==> src/swd_defines.vh <==
`ifndef SWD_DEFINES_VH
`define SWD_DEFINES_VH

// ************************************************************
// setup write port field selects
// ************************************************************
`define SWD_FLD_HIGH      3'h0
`define SWD_FLD_LOW       3'h1
`define SWD_FLD_MODE      3'h2
`define SWD_FLD_VAL_TRUE  3'h3
`define SWD_FLD_VAL_FALSE 3'h4

// ************************************************************
// mode word layout
// ************************************************************
`define SWD_MODE_CRIT_LSB 0
`define SWD_MODE_CRIT_MSB 2
`define SWD_MODE_TGT_LSB  3
`define SWD_MODE_TGT_MSB  5
`define SWD_MODE_TF_BIT   6
`define SWD_MODE_W        7

// ************************************************************
// criterion codes
// ************************************************************
`define SWD_CRIT_INSIDE   3'h0
`define SWD_CRIT_OUTSIDE  3'h1
`define SWD_CRIT_GREATER  3'h2
`define SWD_CRIT_LESS     3'h3
`define SWD_CRIT_EQUAL    3'h4
`define SWD_CRIT_HYST     3'h5

// ************************************************************
// output target codes
// ************************************************************
`define SWD_TGT_NONE      3'h0
`define SWD_TGT_ANALOG_OUT_ZERO      3'h1
`define SWD_TGT_ANALOG_OUT_ONE      3'h2
`define SWD_TGT_TMR0      3'h3
`define SWD_TGT_TMR1      3'h4

// ************************************************************
// reset values
// ************************************************************
`define SWD_RST_WORD      16'h0000
`define SWD_RST_MODE      7'h00

`endif

==> src/swd_setpoint_window_detector.v <==
// Contract
// each setpoint stores a 16-bit high limit and low limit
// inside: word below high limit and above low limit
// outside: word above high limit or below low limit
// greater-than: word above low limit, high limit ignored
// less-than: word below high limit, low limit ignored
// equal-to: word equals high limit, low limit ignored
// host uses equal-to only for counter or digital sources
// hysteresis: above high forces value two, below low forces one
// hysteresis: inside window leaves output and detect unchanged
// hysteresis always forces updates, update mode ignored
// hysteresis may target a timer as well as a DAC
// store true value, select target none, DAC or timer
// true-and-false mode writes second value when false
// true-only mode writes only when criterion met
// shared output holds value of most recently true setpoint; the code keeps the value of the latest to turn true
// host loads all setpoint setup before arming
// evaluation starts as soon as acquisition is armed
// status word: setpoint 0 at bit 0, setpoint 15 at bit 15
// status bit is 1 while criterion met, else 0
// host places status word last in scan list
// at most 16 setpoints, one per scanned channel word
// detect re-evaluated once per scan period
// counter lower and upper words take separate setpoints
// evaluate on stream entry; status and output from same evaluation
`timescale 1ns/10ps
`include "swd_defines.vh"

module swd_setpoint_window_detector #(
    parameter NUM_SP = 16,                    // setpoints in a scan group
    parameter IDX_W  = 4                      // setpoint index width
) (
    input  wire              clk_sys,         // system clock
    input  wire              rstn,            // sync reset, low
    input  wire              cfg_we,          // setup write strobe
    input  wire [IDX_W-1:0]  cfg_idx,         // setpoint addressed
    input  wire [2:0]        cfg_fld,         // field select
    input  wire [15:0]       cfg_wdata,       // setup write data
    input  wire              acq_armed,       // acquisition armed level
    input  wire              scan_valid,      // channel word in stream
    input  wire [15:0]       scan_word,       // channel word
    input  wire              scan_sp_en,      // word carries a setpoint
    input  wire [IDX_W-1:0]  scan_sp_idx,     // its setpoint number
    input  wire              scan_stat_slot,  // status word slot
    output reg  [NUM_SP-1:0] setpoint_state_flags, // live detect flags
    output reg  [NUM_SP-1:0] channel_match_flag,   // per-eval detect mark
    output reg               stat_valid,      // status word in stream
    output reg  [15:0]       stat_word,       // status word data
    output reg  [15:0]       analog_out_zero, // DAC 0 value
    output reg  [15:0]       analog_out_one,  // DAC 1 value
    output reg  [15:0]       pulse_output_zero, // timer 0 value
    output reg  [15:0]       pulse_output_one,  // timer 1 value
    output reg  [3:0]        out_upd_stb      // one-cycle update strobes
);

    // ************************************************************
    // setpoint storage
    // ************************************************************
    // limit storage
    reg [15:0]            hi_mem    [0:NUM_SP-1];
    reg [15:0]            lo_mem    [0:NUM_SP-1];
    // update values and mode
    reg [15:0]            vtrue_mem [0:NUM_SP-1];
    reg [15:0]            vfalse_mem[0:NUM_SP-1];
    reg [`SWD_MODE_W-1:0] mode_mem  [0:NUM_SP-1];

    reg [NUM_SP-1:0]      hyst_hi_r;   // hysteresis side latch
    reg [NUM_SP-1:0]      seen_r;      // evaluated since arming
    reg                   armed_d_r;   // arm edge detect
    integer               i;

    // ************************************************************
    // index range guards
    // ************************************************************
    // indexes past the last setpoint are dropped; a narrow
    // build would otherwise reach outside its tables
    wire                  cfg_idx_ok;
    wire                  scan_idx_ok;

    assign cfg_idx_ok  = (cfg_idx < NUM_SP);
    assign scan_idx_ok = (scan_sp_idx < NUM_SP);

    // ************************************************************
    // status word assembly
    // ************************************************************
    reg [15:0]            stat_nxt;
    integer               b;

    // setpoint n sits at bit n, missing setpoints read zero
    always @* begin
        stat_nxt = 16'h0000;
        for (b = 0; b < 16; b = b + 1) begin
            if (b < NUM_SP) begin
                stat_nxt[b] = setpoint_state_flags[b];
            end
        end
    end

    // ************************************************************
    // criterion evaluation
    // ************************************************************
    // one comparator set shared by all setpoints, the stream is serial
    function crit_met;
        input [15:0] w;
        input [15:0] hi;
        input [15:0] lo;
        input [2:0]  crit;
        begin
            case (crit)
                // strict window
                `SWD_CRIT_INSIDE:  crit_met = (w < hi) && (w > lo);
                // either side out
                `SWD_CRIT_OUTSIDE: crit_met = (w > hi) || (w < lo);
                // low limit only
                `SWD_CRIT_GREATER: crit_met = (w > lo);
                // high limit only
                `SWD_CRIT_LESS:    crit_met = (w < hi);
                // exact match on high limit
                `SWD_CRIT_EQUAL:   crit_met = (w == hi);
                default:           crit_met = 1'b0;
            endcase
        end
    endfunction

    // ************************************************************
    // output target decode
    // ************************************************************
    // target code to strobe bit; codes past the last timer give no
    // strobe, so a bad target code can never write an output
    function [3:0] tgt_stb;
        input [2:0] tgt;
        begin
            if (tgt == `SWD_TGT_ANALOG_OUT_ZERO) begin
                tgt_stb = 4'h1;
            end else if (tgt == `SWD_TGT_ANALOG_OUT_ONE) begin
                tgt_stb = 4'h2;
            end else if (tgt == `SWD_TGT_TMR0) begin
                tgt_stb = 4'h4;
            end else if (tgt == `SWD_TGT_TMR1) begin
                tgt_stb = 4'h8;
            end else begin
                tgt_stb = 4'h0;
            end
        end
    endfunction

    // ************************************************************
    // evaluation decision
    // ************************************************************
    reg [15:0]            cur_hi;
    reg [15:0]            cur_lo;
    reg [`SWD_MODE_W-1:0] cur_mode;
    reg [2:0]             cur_crit;
    reg [2:0]             cur_tgt;
    reg                   eval_en;
    reg                   first_eval;
    reg                   met;
    reg                   flag_nxt;
    reg                   hyst_nxt;
    reg                   wr_en;
    reg [15:0]            wr_val;

    // decide new detect state and output write for this word
    always @* begin
        cur_hi   = hi_mem[scan_sp_idx];
        cur_lo   = lo_mem[scan_sp_idx];
        cur_mode = mode_mem[scan_sp_idx];
        cur_crit = cur_mode[`SWD_MODE_CRIT_MSB:`SWD_MODE_CRIT_LSB];
        cur_tgt  = cur_mode[`SWD_MODE_TGT_MSB:`SWD_MODE_TGT_LSB];
        // armed alone opens evaluation
        // one setpoint per stream word
        // each counter half comes with its own index
        eval_en  = acq_armed && scan_valid && scan_sp_en && scan_idx_ok;
        // a re-arm makes every setpoint act once more on its first word
        first_eval = !seen_r[scan_sp_idx] || (acq_armed && !armed_d_r);
        met      = crit_met(scan_word, cur_hi, cur_lo, cur_crit);
        flag_nxt = setpoint_state_flags[scan_sp_idx];
        hyst_nxt = hyst_hi_r[scan_sp_idx];
        wr_en    = 1'b0;
        wr_val   = vtrue_mem[scan_sp_idx];
        if (cur_crit == `SWD_CRIT_HYST) begin
            // forced update, mode bit not consulted
            // above high forces value two
            if (scan_word > cur_hi) begin
                hyst_nxt = 1'b1;
                flag_nxt = 1'b1;
                wr_en    = !hyst_hi_r[scan_sp_idx] ||
                           first_eval;
                wr_val   = vfalse_mem[scan_sp_idx];
            end else if (scan_word < cur_lo) begin
                // below low forces value one
                hyst_nxt = 1'b0;
                flag_nxt = 1'b0;
                wr_en    = hyst_hi_r[scan_sp_idx] ||
                           first_eval;
                wr_val   = vtrue_mem[scan_sp_idx];
            end
            // inside window: nothing changes
        end else begin
            // detect follows the criterion
            flag_nxt = met;
            // write only on a change or a first evaluation, so the latest setpoint to turn true wins
            if (first_eval ||
                met != setpoint_state_flags[scan_sp_idx]) begin
                if (met) begin
                    // write on true
                    wr_en  = 1'b1;
                    wr_val = vtrue_mem[scan_sp_idx];
                end else if (cur_mode[`SWD_MODE_TF_BIT]) begin
                    // false value in true-and-false mode
                    wr_en  = 1'b1;
                    wr_val = vfalse_mem[scan_sp_idx];
                end
            end
        end
        if (!eval_en || tgt_stb(cur_tgt) == 4'h0) begin
            wr_en = 1'b0;
        end
        if (!eval_en) begin
            flag_nxt = setpoint_state_flags[scan_sp_idx];
            hyst_nxt = hyst_hi_r[scan_sp_idx];
        end
    end

    // ************************************************************
    // setup writes
    // ************************************************************
    // no reset on storage; the host loads it before arming
    always @(posedge clk_sys) begin
        if (cfg_we && cfg_idx_ok) begin
            if (cfg_fld == `SWD_FLD_HIGH) begin
                hi_mem[cfg_idx] <= cfg_wdata;
            end else if (cfg_fld == `SWD_FLD_LOW) begin
                lo_mem[cfg_idx] <= cfg_wdata;
            end else if (cfg_fld == `SWD_FLD_MODE) begin
                mode_mem[cfg_idx] <= cfg_wdata[`SWD_MODE_W-1:0];
            end else if (cfg_fld == `SWD_FLD_VAL_TRUE) begin
                vtrue_mem[cfg_idx] <= cfg_wdata;
            end else if (cfg_fld == `SWD_FLD_VAL_FALSE) begin
                vfalse_mem[cfg_idx] <= cfg_wdata;
            end
        end
    end

    // ************************************************************
    // detect state, status word and outputs
    // ************************************************************
    // status bit and output move on the same evaluation
    always @(posedge clk_sys) begin
        if (!rstn) begin
            setpoint_state_flags <= {NUM_SP{1'b0}};
            channel_match_flag   <= {NUM_SP{1'b0}};
            hyst_hi_r            <= {NUM_SP{1'b0}};
            seen_r               <= {NUM_SP{1'b0}};
            armed_d_r            <= 1'b0;
            stat_valid           <= 1'b0;
            stat_word            <= `SWD_RST_WORD;
            analog_out_zero      <= `SWD_RST_WORD;
            analog_out_one       <= `SWD_RST_WORD;
            pulse_output_zero    <= `SWD_RST_WORD;
            pulse_output_one     <= `SWD_RST_WORD;
            out_upd_stb          <= 4'h0;
        end else begin
            armed_d_r   <= acq_armed;
            out_upd_stb <= 4'h0;
            // fresh arm: first evaluation of each setpoint counts as a change
            if (acq_armed && !armed_d_r) begin
                seen_r <= {NUM_SP{1'b0}};
            end
            // a word judged on the arming edge counts as seen; this
            // later assignment wins over the clear above
            if (eval_en) begin
                seen_r[scan_sp_idx] <= 1'b1;
            end
            // each flag moves only when its word comes by
            if (eval_en) begin
                setpoint_state_flags[scan_sp_idx] <= flag_nxt;
                hyst_hi_r[scan_sp_idx]            <= hyst_nxt;
                for (i = 0; i < NUM_SP; i = i + 1) begin
                    channel_match_flag[i] <= (i == scan_sp_idx) ?
                        flag_nxt : setpoint_state_flags[i];
                end
            end
            // timer targets share the forced path
            if (wr_en) begin
                out_upd_stb <= tgt_stb(cur_tgt);
                if (cur_tgt == `SWD_TGT_ANALOG_OUT_ZERO) begin
                    analog_out_zero <= wr_val;
                end else if (cur_tgt == `SWD_TGT_ANALOG_OUT_ONE) begin
                    analog_out_one  <= wr_val;
                end else if (cur_tgt == `SWD_TGT_TMR0) begin
                    pulse_output_zero <= wr_val;
                end else if (cur_tgt == `SWD_TGT_TMR1) begin
                    pulse_output_one <= wr_val;
                end
            end
            // status slot shows flags from before this judgement
            stat_valid <= scan_valid && scan_stat_slot;
            if (scan_valid && scan_stat_slot) begin
                stat_word <= stat_nxt;
            end
        end
    end

endmodule

==> config.mk <==
export PLATFORM = sky130hd
export DESIGN_NAME = swd_setpoint_window_detector
export DESIGN_NICKNAME = d
export VERILOG_FILES = /design/src/swd_setpoint_window_detector.v
export VERILOG_INCLUDE_DIRS = /design/src
export SDC_FILE = /design/constraint.sdc
export NUM_CORES = 1
export LEC_CHECK = 0
export BUFFER_PORTS_ARGS = -buffer_cell sky130_fd_sc_hd__buf_2
export CAP_MARGIN = 20
export CORE_MARGIN = 2
export CORE_UTILIZATION = 38
export CTS_BUF_LIST = sky130_fd_sc_hd__clkbuf_8
export CTS_CLUSTER_DIAMETER = 60
export DETAILED_ROUTE_END_ITERATION = 8
export PLACE_DENSITY_LB_ADDON = 0.25
export SLEW_MARGIN = 40
export SYNTH_ARGS = -nofsm -noshare
export SYNTH_HDL_FRONTEND = slang
export SYNTH_SLANG_ARGS = --single-unit
==> constraint.sdc <==
create_clock -name clk_sys -period 16.9 [get_ports clk_sys]
set_clock_uncertainty 0.15 [all_clocks]
set_input_delay 2.535 -clock clk_sys [delete_from_list [all_inputs] [get_ports clk_sys]]
set_output_delay 2.535 -clock clk_sys [all_outputs]
set_load 0.02 [all_outputs]
==> results of run 1 <==
-- how the worst max path moves through the flow --
| stage | to | startpoint | slack [ns] | depth (start not counted) |
|---|---|---|---|---|
| after floorplan | analog_out_one[10] | scan_sp_idx[0] | 8.46 | 21 |
| after global placement | analog_out_one[11] | scan_sp_idx[0] | 7.49 | 15 |
| after detailed placement | analog_out_zero[15] | scan_sp_idx[1] | 7.69 | 17 |
| after CTS | analog_out_zero[15] | scan_sp_idx[1] | 8.63 | 17 |
| after global routing | analog_out_zero[13] | scan_sp_idx[1] | 8.41 | 17 |
| final | analog_out_zero[15] | scan_sp_idx[1] | 8.72 | 17 |
-- registers in the layout, indices dropped and copies added (netlist names), 112 cells and up --
register,count
vtrue_mem,256
lo_mem,256
hi_mem,256
mode_mem,112
vfalse_mem,256
-- cells in the final DEF, fill, tap and decap left out, drive strengths merged, types with 8 or more instances in the layout --
cell type and instances:
nor2 178, o21ai 41, nor2b 9, ha 32
nor3 13, mux4 366, clkinv 81, and2 10
buf 266, a21o 8, mux2i 32, nand2 70
a211oi 64, edfxtp 1136, dfxtp 150, nand3 13
inv 100, a21oi 139, clkbuf 220
-- per-layer routing --
metal / vias to the layer above / track usage / wire length (um)
li1: 10900 / - / -
met1: 13400 / 0.240 / 51900
met2: 875 / 0.303 / 61000
met3: 230 / 0.0434 / 7860
met4: 4 / 0.0575 / 2910
met5: - / 0 / 21
-- layout make-up --
type                       count  area, um2
sequential                  1286      37100
multi-input combinational   1027      12300
inverter                      35        133
fill                       11400      73800
clock buffer                 219       3010
timing repair buffer         267       1790
tap                         1755       2200
clock inverter               157        838
antenna                        2       5.00
-- cell families after synthesis --
logic type               Yosys count  share of synthesized area
AO/OA/AOI/OAI                    275                     0.0347
flip-flops                      1286                      0.742
multiplexers                     400                      0.172
buffers and inverters            174                     0.0161
adder cells (fa/ha/maj)           32                    0.00800
AND/OR/NAND/NOR                  320                     0.0272
-- worst max-delay path, stage by stage --
cell,delay [ns]
buf_8,0.32
buf_16,0.34
buf_6,0.54
mux4_2,0.41
mux4_2,0.46
inv_1,0.07
ha_1,0.18
nand4_1,0.19
nor4_1,0.55
buf_4,0.24
a21bo_2,0.25
a31o_2,0.27
o211a_1,0.24
o21ai_2,0.30
mux2_4,0.67
and2_1,0.73
a211oi_1,0.18
-- power groups by stage --
| stage | logic, uW | registers, uW | clock network (uW) |
|---|---|---|---|
| floorplan | 220 | 3550 | 0 |
| global route | 409 | 3480 | 2690 |
| detailed placement | 383 | 3540 | 0 |
| global placement | 363 | 3540 | 0 |
| finish | 379 | 3480 | 2480 |
| CTS | 383 | 3480 | 2550 |
-- metrics by stage --
| stage | util | cells | setup slack [ns] |
|---|---|---|---|
| floorplan | - | 2487 | 8.46 |
| global placement | 0.406 | 4362 | 7.49 |
| detailed placement | 0.408 | 4369 | 7.69 |
| CTS | 0.437 | 4745 | 8.63 |
| global route | 0.437 | 4748 | 8.41 |
| finish | 0.437 | 4748 | 8.72 |
==> flow_summary.ini, run 1 <==
[global_routing]
first_global_vias = 26600
grt_use_total = 0.184
grt_max_degree = 85
overflow = 0
grt_pass1_wl_um = 180000
antenna_found_initial = 9

[power_and_ir_drop]
swShare = 0.229
p_switching_uw = 1450
leakagePower_uw = 0.0187
power_uw = 6340
power_frac_comb = 0.060
pwr_density_cell_mw_per_mm2 = 111
max-vdd-ir-drop_v = 0.0000556
seq_power_share = 0.548
clkPwrFrac = 0.392
p_int_uw = 4890

[timing]
drv_slew = 0
tns_ns = 0
finalHoldViolations = 0
fmaxAchievable_ghz = 0.122
slew_headroom = 0.429
timing.hold.ws_ns = 0.306
fin_crit_sh = 0.484
worstMarginPinSlew_ns = 0.853
rsz0062_at_grt = no
fin_crit_ns = 8.18
setup_violations = 0

[critical_path]
crit_path_max_fanout = 70
worstSetupPathType = input pin to register
r2r_cells = 14
reg2reg_from = hi_mem[7][14]
crit_path_end_kind = register
start_kind = input pin
r2r_slack_ns = 11.28
arrival_ns = 8.72
cp.required_ns = 17.44
reg2reg_to = analog_out_zero[15]

[clock_network]
cts.sinks = 1286
root_buffer = clkbuf_8
cts_buffer_depth = 3
clk_pin_slew_worst_paths_ns = 0.06
clock_latency_ns = 0.88
cts_resized = 0
cts_tree = done
cts_setup_buffers = 0
cts_max_level = 4
numCtsBuffers = 203
ctsHoldBuffers = 0

[die]
dieArea_mm2 = 0.135
core_mm2 = 0.131
die_w_um = 367
die_h_um = 367
start_util = 0.381
ioPinCount = 167
num_rows = 133

[yosys]
ys_async_sr_fraction = 0
synth_edf_count = 1136
syn-instance-count = 2487
synth_top_area_frac = 0.682
yosys.area.top_type = edfxtp_1
syn_nets = 2569
yosysMostFrequentCell = edfxtp_1
ys_warn_count = 0
synthDistinctLibCells = 55
syn_area_mm2 = 0.0500
yosys_register_bits = 1286
synth_top_cells_by_area = edfxtp_1 (68%), mux4_2 (16%), dfxtp_1 (6.0%)
avgSynthCellArea_um2 = 20.1
synth_common_cells = edfxtp_1 (1136), mux4_2 (363), nor2_1 (178)
yosysSeqAreaShare = 0.742
ys.flop_type = edfxtp_1

[place]
port_buffers = 166
placed_area_mm2 = 0.0534
dp_hpwl_um = 72200
routabilityCongestion = 0.801

[hold_path]
min_to = seen_r[0]
hold_class = register to register
worstHoldPathCells = 2
hp-start = seen_r[0]

[drt]
wl_per_cell_um = 26.0
ant_nets = 0
viasPerCell = 5.36
drt_wl_total_um = 124000
drt_iter0_markers = 2344
drc = 0
vias = 25500
first_pass_iters = 6

[final_layout]
nNetsFinal = 2902
layout-drive-gt1-share = 0.326
stdcell_area_mm2 = 0.0574
area_delta_synth_final_pct = 14.7

[job]
cap_violations = 0

[outcome]
status = completed
Note: power is estimated with default switching activity, not from simulation.
==> inputs of run 2 (changes only) <==
==> constraint.sdc (replaced) <==
create_clock -name clk_sys -period 8.4 [get_ports clk_sys]
set_clock_uncertainty 0.15 [all_clocks]
set_input_delay 1.26 -clock clk_sys [delete_from_list [all_inputs] [get_ports clk_sys]]
set_output_delay 1.26 -clock clk_sys [all_outputs]
set_load 0.02 [all_outputs]
==> flow_summary.ini, run 2 (synthesis results as in run 1) <==
[outcome]
status = completed

[global_routing]
grt_max_degree = 108
grt_pass1_wl_um = 180000
antenna_found_initial = 13
first_global_vias = 26400
grt_use_total = 0.182
overflow = 0

[critical_path]
worstSetupPathType = input pin to register
arrival_ns = 6.49
critPathBufInv = 5
path_cells = buf_8 > buf_16 > buf_4 > mux4_2 > mux4_2 > inv_1 > ha_1 > nand4_1 > nor4_1 > o21ai_0 > o2111a_1 > nand3b_1 > o21ai_2 > o22ai_4 > buf_4 > mux2i_1 > a211oi_1
cp_top_family = multiplexers
r2r_cells = 15
cp_slowest_cell = mux2i_1
start_kind = input pin
path_depth = 17
crit_path_end_kind = register
reg2reg_from = hi_mem[9][13]
reg2reg_to = analog_out_one[11]
r2r_slack_ns = 3.27
crit_path_max_fanout = 44
cp.required_ns = 8.97
max_stage_delay_ns = 0.73

[drt]
drt_iter0_markers = 2640
drc = 0
wl_per_cell_um = 25.7
vias = 25600
drt_wl_total_um = 122000
ant_nets = 0
viasPerCell = 5.38
first_pass_iters = 7

[die]
core_mm2 = 0.131
num_rows = 133
die_w_um = 367
die_h_um = 367
dieArea_mm2 = 0.135
start_util = 0.381
ioPinCount = 167

[clock_network]
ctsHoldBuffers = 0
cts_tree = done
cts_buffer_depth = 3
clk_pin_slew_worst_paths_ns = 0.06
numCtsBuffers = 205
root_buffer = clkbuf_8
clock_latency_ns = 0.87
cts_resized = 0
cts.sinks = 1286
cts_setup_buffers = 0
cts_max_level = 4

[power_and_ir_drop]
max-vdd-ir-drop_v = 0.000129
p_switching_uw = 2920
swShare = 0.229
seq_power_share = 0.549
leakagePower_uw = 0.0188
p_int_uw = 9820
pwr_density_cell_mw_per_mm2 = 222
clkPwrFrac = 0.391
power_frac_comb = 0.060

[final_layout]
most-common-layout-cells = edfxtp_1 (1136), mux4_2 (363), clkbuf_8 (217)
area_delta_synth_final_pct = 14.7
fill_cells = 11300
nNetsFinal = 2911
layout.cells.non_filler = 4755
layout-drive-gt1-share = 0.328
final_common_cell = edfxtp_1
postLayoutCoreUtil = 0.438

[timing]
finalHoldViolations = 0
worstMarginPinSlew_ns = 0.818
drv_slew = 0
rsz0062_at_grt = no
fmaxAchievable_ghz = 0.169
timing.hold.ws_ns = 0.302
fin_crit_sh = 0.706
slew_headroom = 0.439
tns_ns = 0
fin_crit_ns = 5.93
setup_violations = 0

[place]
dp.cells = 4376
port_buffers = 166
routabilityCongestion = 0.812
dp_hpwl_um = 72300

[hold_path]
hp-start = stat_word[12]
hold_class = register to register
worstHoldPathCells = 2
min_to = stat_word[12]

[job]
cap_violations = 0
[run 2: cell types whose count changed in the layout (fill, tap and decap cells not counted), moves of 4 or more]
cell | before | now
buf_4 | 85 | 96
inv_1 | 94 | 101
clkinv_1 | 48 | 44
clkinv_2 | 31 | 27
clkinvlp_4 | 6 | 2
nor2_1 | 136 | 132
[run 2: power by group through the flow]
| stage | clock network, uW | registers, uW | logic (uW) |
|---|---|---|---|
| global route | 5370 | 6990 | 819 |
| global placement | 0 | 7130 | 740 |
| floorplan | 0 | 7140 | 442 |
| detailed placement | 0 | 7130 | 766 |
| CTS | 5110 | 7000 | 768 |
| finish | 4980 | 7000 | 759 |
[run 2: area by class of cell]
type / instances / area [um2] / share of cell area
flip-flops and latches: 1286 / 37100 / 0.647
multi-input cells: 1027 / 12300 / 0.214
clock buffers: 217 / 2990 / 0.0520
well taps: 1755 / 2200 / 0.0383
repair buffers: 274 / 1820 / 0.0317
clock inverters: 156 / 857 / 0.0149
inverters: 35 / 133 / 0.00231
diodes: 5 / 12.5 / 0.000218
[run 2: routing by layer]
layer,global-route usage,vias to the layer above,wire [um]
met4,0.0506,6,2410
met5,0,-,37
li1,-,10900,-
met3,0.0320,188,7190
met1,0.251,13600,52400
met2,0.298,905,60200
[run 2: worst reg2reg max path: cells and delay by family, from the launching register on]
| kind | cells | cell delay [ns] |
|---|---|---|
| buffers and inverters | 3 | 0.71 |
| adder cells (fa/ha/maj) | 1 | 0.24 |
| AO/OA/AOI/OAI | 8 | 1.81 |
| flip-flops | 1 | 0.36 |
| multiplexers | 3 | 1.70 |
[run 2: worst max path at each step]
stage	from	to	slack [ns]
2_1_floorplan	scan_sp_idx[0]	analog_out_one[10]	1.23
3_3_place_gp	scan_sp_idx[1]	analog_out_zero[11]	1.46
3_5_place_dp	scan_sp_idx[0]	analog_out_one[11]	1.48
4_1_cts	scan_sp_idx[0]	analog_out_one[11]	2.44
5_1_grt	scan_sp_idx[0]	analog_out_one[11]	2.18
6_report	scan_sp_idx[0]	analog_out_one[11]	2.47
[run 2: stage by stage]
step	power (uW)	area, um2	worst slack (ns)
after floorplan	7580	50000	1.23
after global placement	7870	53300	1.46
after detailed placement	7900	53500	1.48
after CTS	12900	57300	2.44
after global routing	13200	57400	2.18
final	12700	57400	2.47
==> inputs of run 3 (changes only) <==
==> constraint.sdc (replaced) <==
create_clock -name clk_sys -period 5.2 [get_ports clk_sys]
set_clock_uncertainty 0.15 [all_clocks]
set_input_delay 0.78 -clock clk_sys [delete_from_list [all_inputs] [get_ports clk_sys]]
set_output_delay 0.78 -clock clk_sys [all_outputs]
set_load 0.02 [all_outputs]
==> flow_summary.ini, run 3 (synthesis results as in run 1) <==
[critical_path]
start_kind = input pin
worstSetupPathType = input pin to register
cp.required_ns = 5.77
crit_path_max_fanout = 42
cp_slowest_cell = nor4_2
arrival_ns = 5.31
cpMostUsedCell = mux4_2
max_stage_delay_ns = 0.57
path_cells = buf_8 > buf_4 > mux4_2 > mux4_2 > inv_1 > ha_1 > nand4_1 > nor4_2 > a21bo_2 > a31o_4 > o211a_1 > o21ai_2 > mux2_4 > buf_12 > a21oi_1 > a211oi_2
cp_top_family = multiplexers
crit_path_end_kind = register
critPathBufInv = 4

[final_layout]
nNetsFinal = 2954
postLayoutCoreUtil = 0.443
area_delta_synth_final_pct = 16.2
stdcell_area_mm2 = 0.0581
layout.cells.non_filler = 4783
layout-drive-gt1-share = 0.354
most-common-layout-cells = edfxtp_1 (1136), mux4_2 (363), clkbuf_8 (206)
fill_cells = 11300
final_common_cell = edfxtp_1

[timing]
rsz0062_at_grt = no
slew_headroom = 0.426
finalHoldViolations = 0
fin_crit_ns = 4.74
fin_crit_sh = 0.912
timing.hold.ws_ns = 0.285
fmaxAchievable_ghz = 0.211
worstMarginPinSlew_ns = 0.859
drv_slew = 0
setup_violations = 0

[power_and_ir_drop]
pwr_density_cell_mw_per_mm2 = 352
seq_power_share = 0.552
leakagePower_uw = 0.0190
swShare = 0.229
power_uw = 20500
p_switching_uw = 4690
power_frac_comb = 0.070
max-vdd-ir-drop_v = 0.000216
p_int_uw = 15800
clkPwrFrac = 0.378

[global_routing]
grt_max_degree = 93
overflow = 0
first_global_vias = 27100
grt_pass1_wl_um = 186000
antenna_found_initial = 16
grt_use_total = 0.189

[clock_network]
root_buffer = clkbuf_8
numCtsBuffers = 195
cts_buffer_depth = 3
cts_resized = 0
ctsHoldBuffers = 1
cts_max_level = 4
clk_pin_slew_worst_paths_ns = 0.06
cts_setup_buffers = 0
cts_tree = done
cts.sinks = 1286
clock_latency_ns = 0.89

[drt]
drt_iter0_markers = 2345
viasPerCell = 5.46
first_pass_iters = 5
vias = 26100
wl_per_cell_um = 26.6
ant_nets = 0
drt_wl_total_um = 127000
drc = 0

[job]
cap_violations = 0

[die]
dieArea_mm2 = 0.135
core_mm2 = 0.131
die_w_um = 367
num_rows = 133
start_util = 0.381
die_h_um = 367
ioPinCount = 167

[outcome]
status = completed

[place]
port_buffers = 166
placed_area_mm2 = 0.0545
routabilityCongestion = 0.814
dp_hpwl_um = 74900
dp.cells = 4429

[hold_path]
hold_class = input pin to register
[run 3: layer usage]
layer  up-vias  GRT usage  wire [um]
li1      11000          -          -
met3       209     0.0415       9140
met2      1046      0.304      61500
met1     13800      0.262      54500
met4        16     0.0518       2290
met5         -          0         80
[run 3: layout make-up]
cell class	count	area, um2	area share
Antenna cell	2	5.00	0.0000861
Clock buffer	206	2840	0.0488
Clock inverter	145	746	0.0128
Inverter	35	136	0.00235
Multi-Input combinational cell	1027	12700	0.218
Sequential cell	1286	37100	0.639
Tap cell	1755	2200	0.0378
Timing Repair Buffer	327	2410	0.0414
[run 3: per-stage QoR]
stage | setup WS (ns) | setup TNS, ns
after floorplan | -0.158 | -8.77
after global placement | -0.379 | -23.86
after detailed placement | -0.387 | -25.55
after CTS | 0.547 | 0
after global routing | 0.261 | 0
final | 0.458 | 0
[run 3: worst paths after layout]
check                                    start                    end  slack, ns  cells past startpoint
worst max register to register    hi_mem[3][7]      analog_out_one[9]       0.54                     14
worst min-delay path                      rstn  channel_match_flag[0]       0.28                      3
worst max-delay path            scan_sp_idx[0]      analog_out_one[9]       0.46                     16
worst min register to register   stat_word[15]          stat_word[15]       0.31                      2
[run 3: worst reg2reg max path, stage by stage, from the launching register on]
cell	delay, ns
edfxtp_1	0.36
mux4_2	0.50
mux4_2	0.49
inv_2	0.10
ha_4	0.13
nand4_1	0.16
nor4_2	0.57
a21bo_2	0.32
a31o_4	0.25
o211a_1	0.23
o21ai_2	0.32
mux2_4	0.42
buf_12	0.22
a21oi_1	0.23
a211oi_2	0.07
[run 3: power by group through the flow]
stage                     Clock (uW)  Sequential [uW]  Combinational [uW]
after floorplan                    0            11500                 820
after global placement             0            11500                1390
after detailed placement           0            11500                1430
after CTS                       7930            11300                1440
after global routing            8360            11300                1520
final                           7730            11300                1420
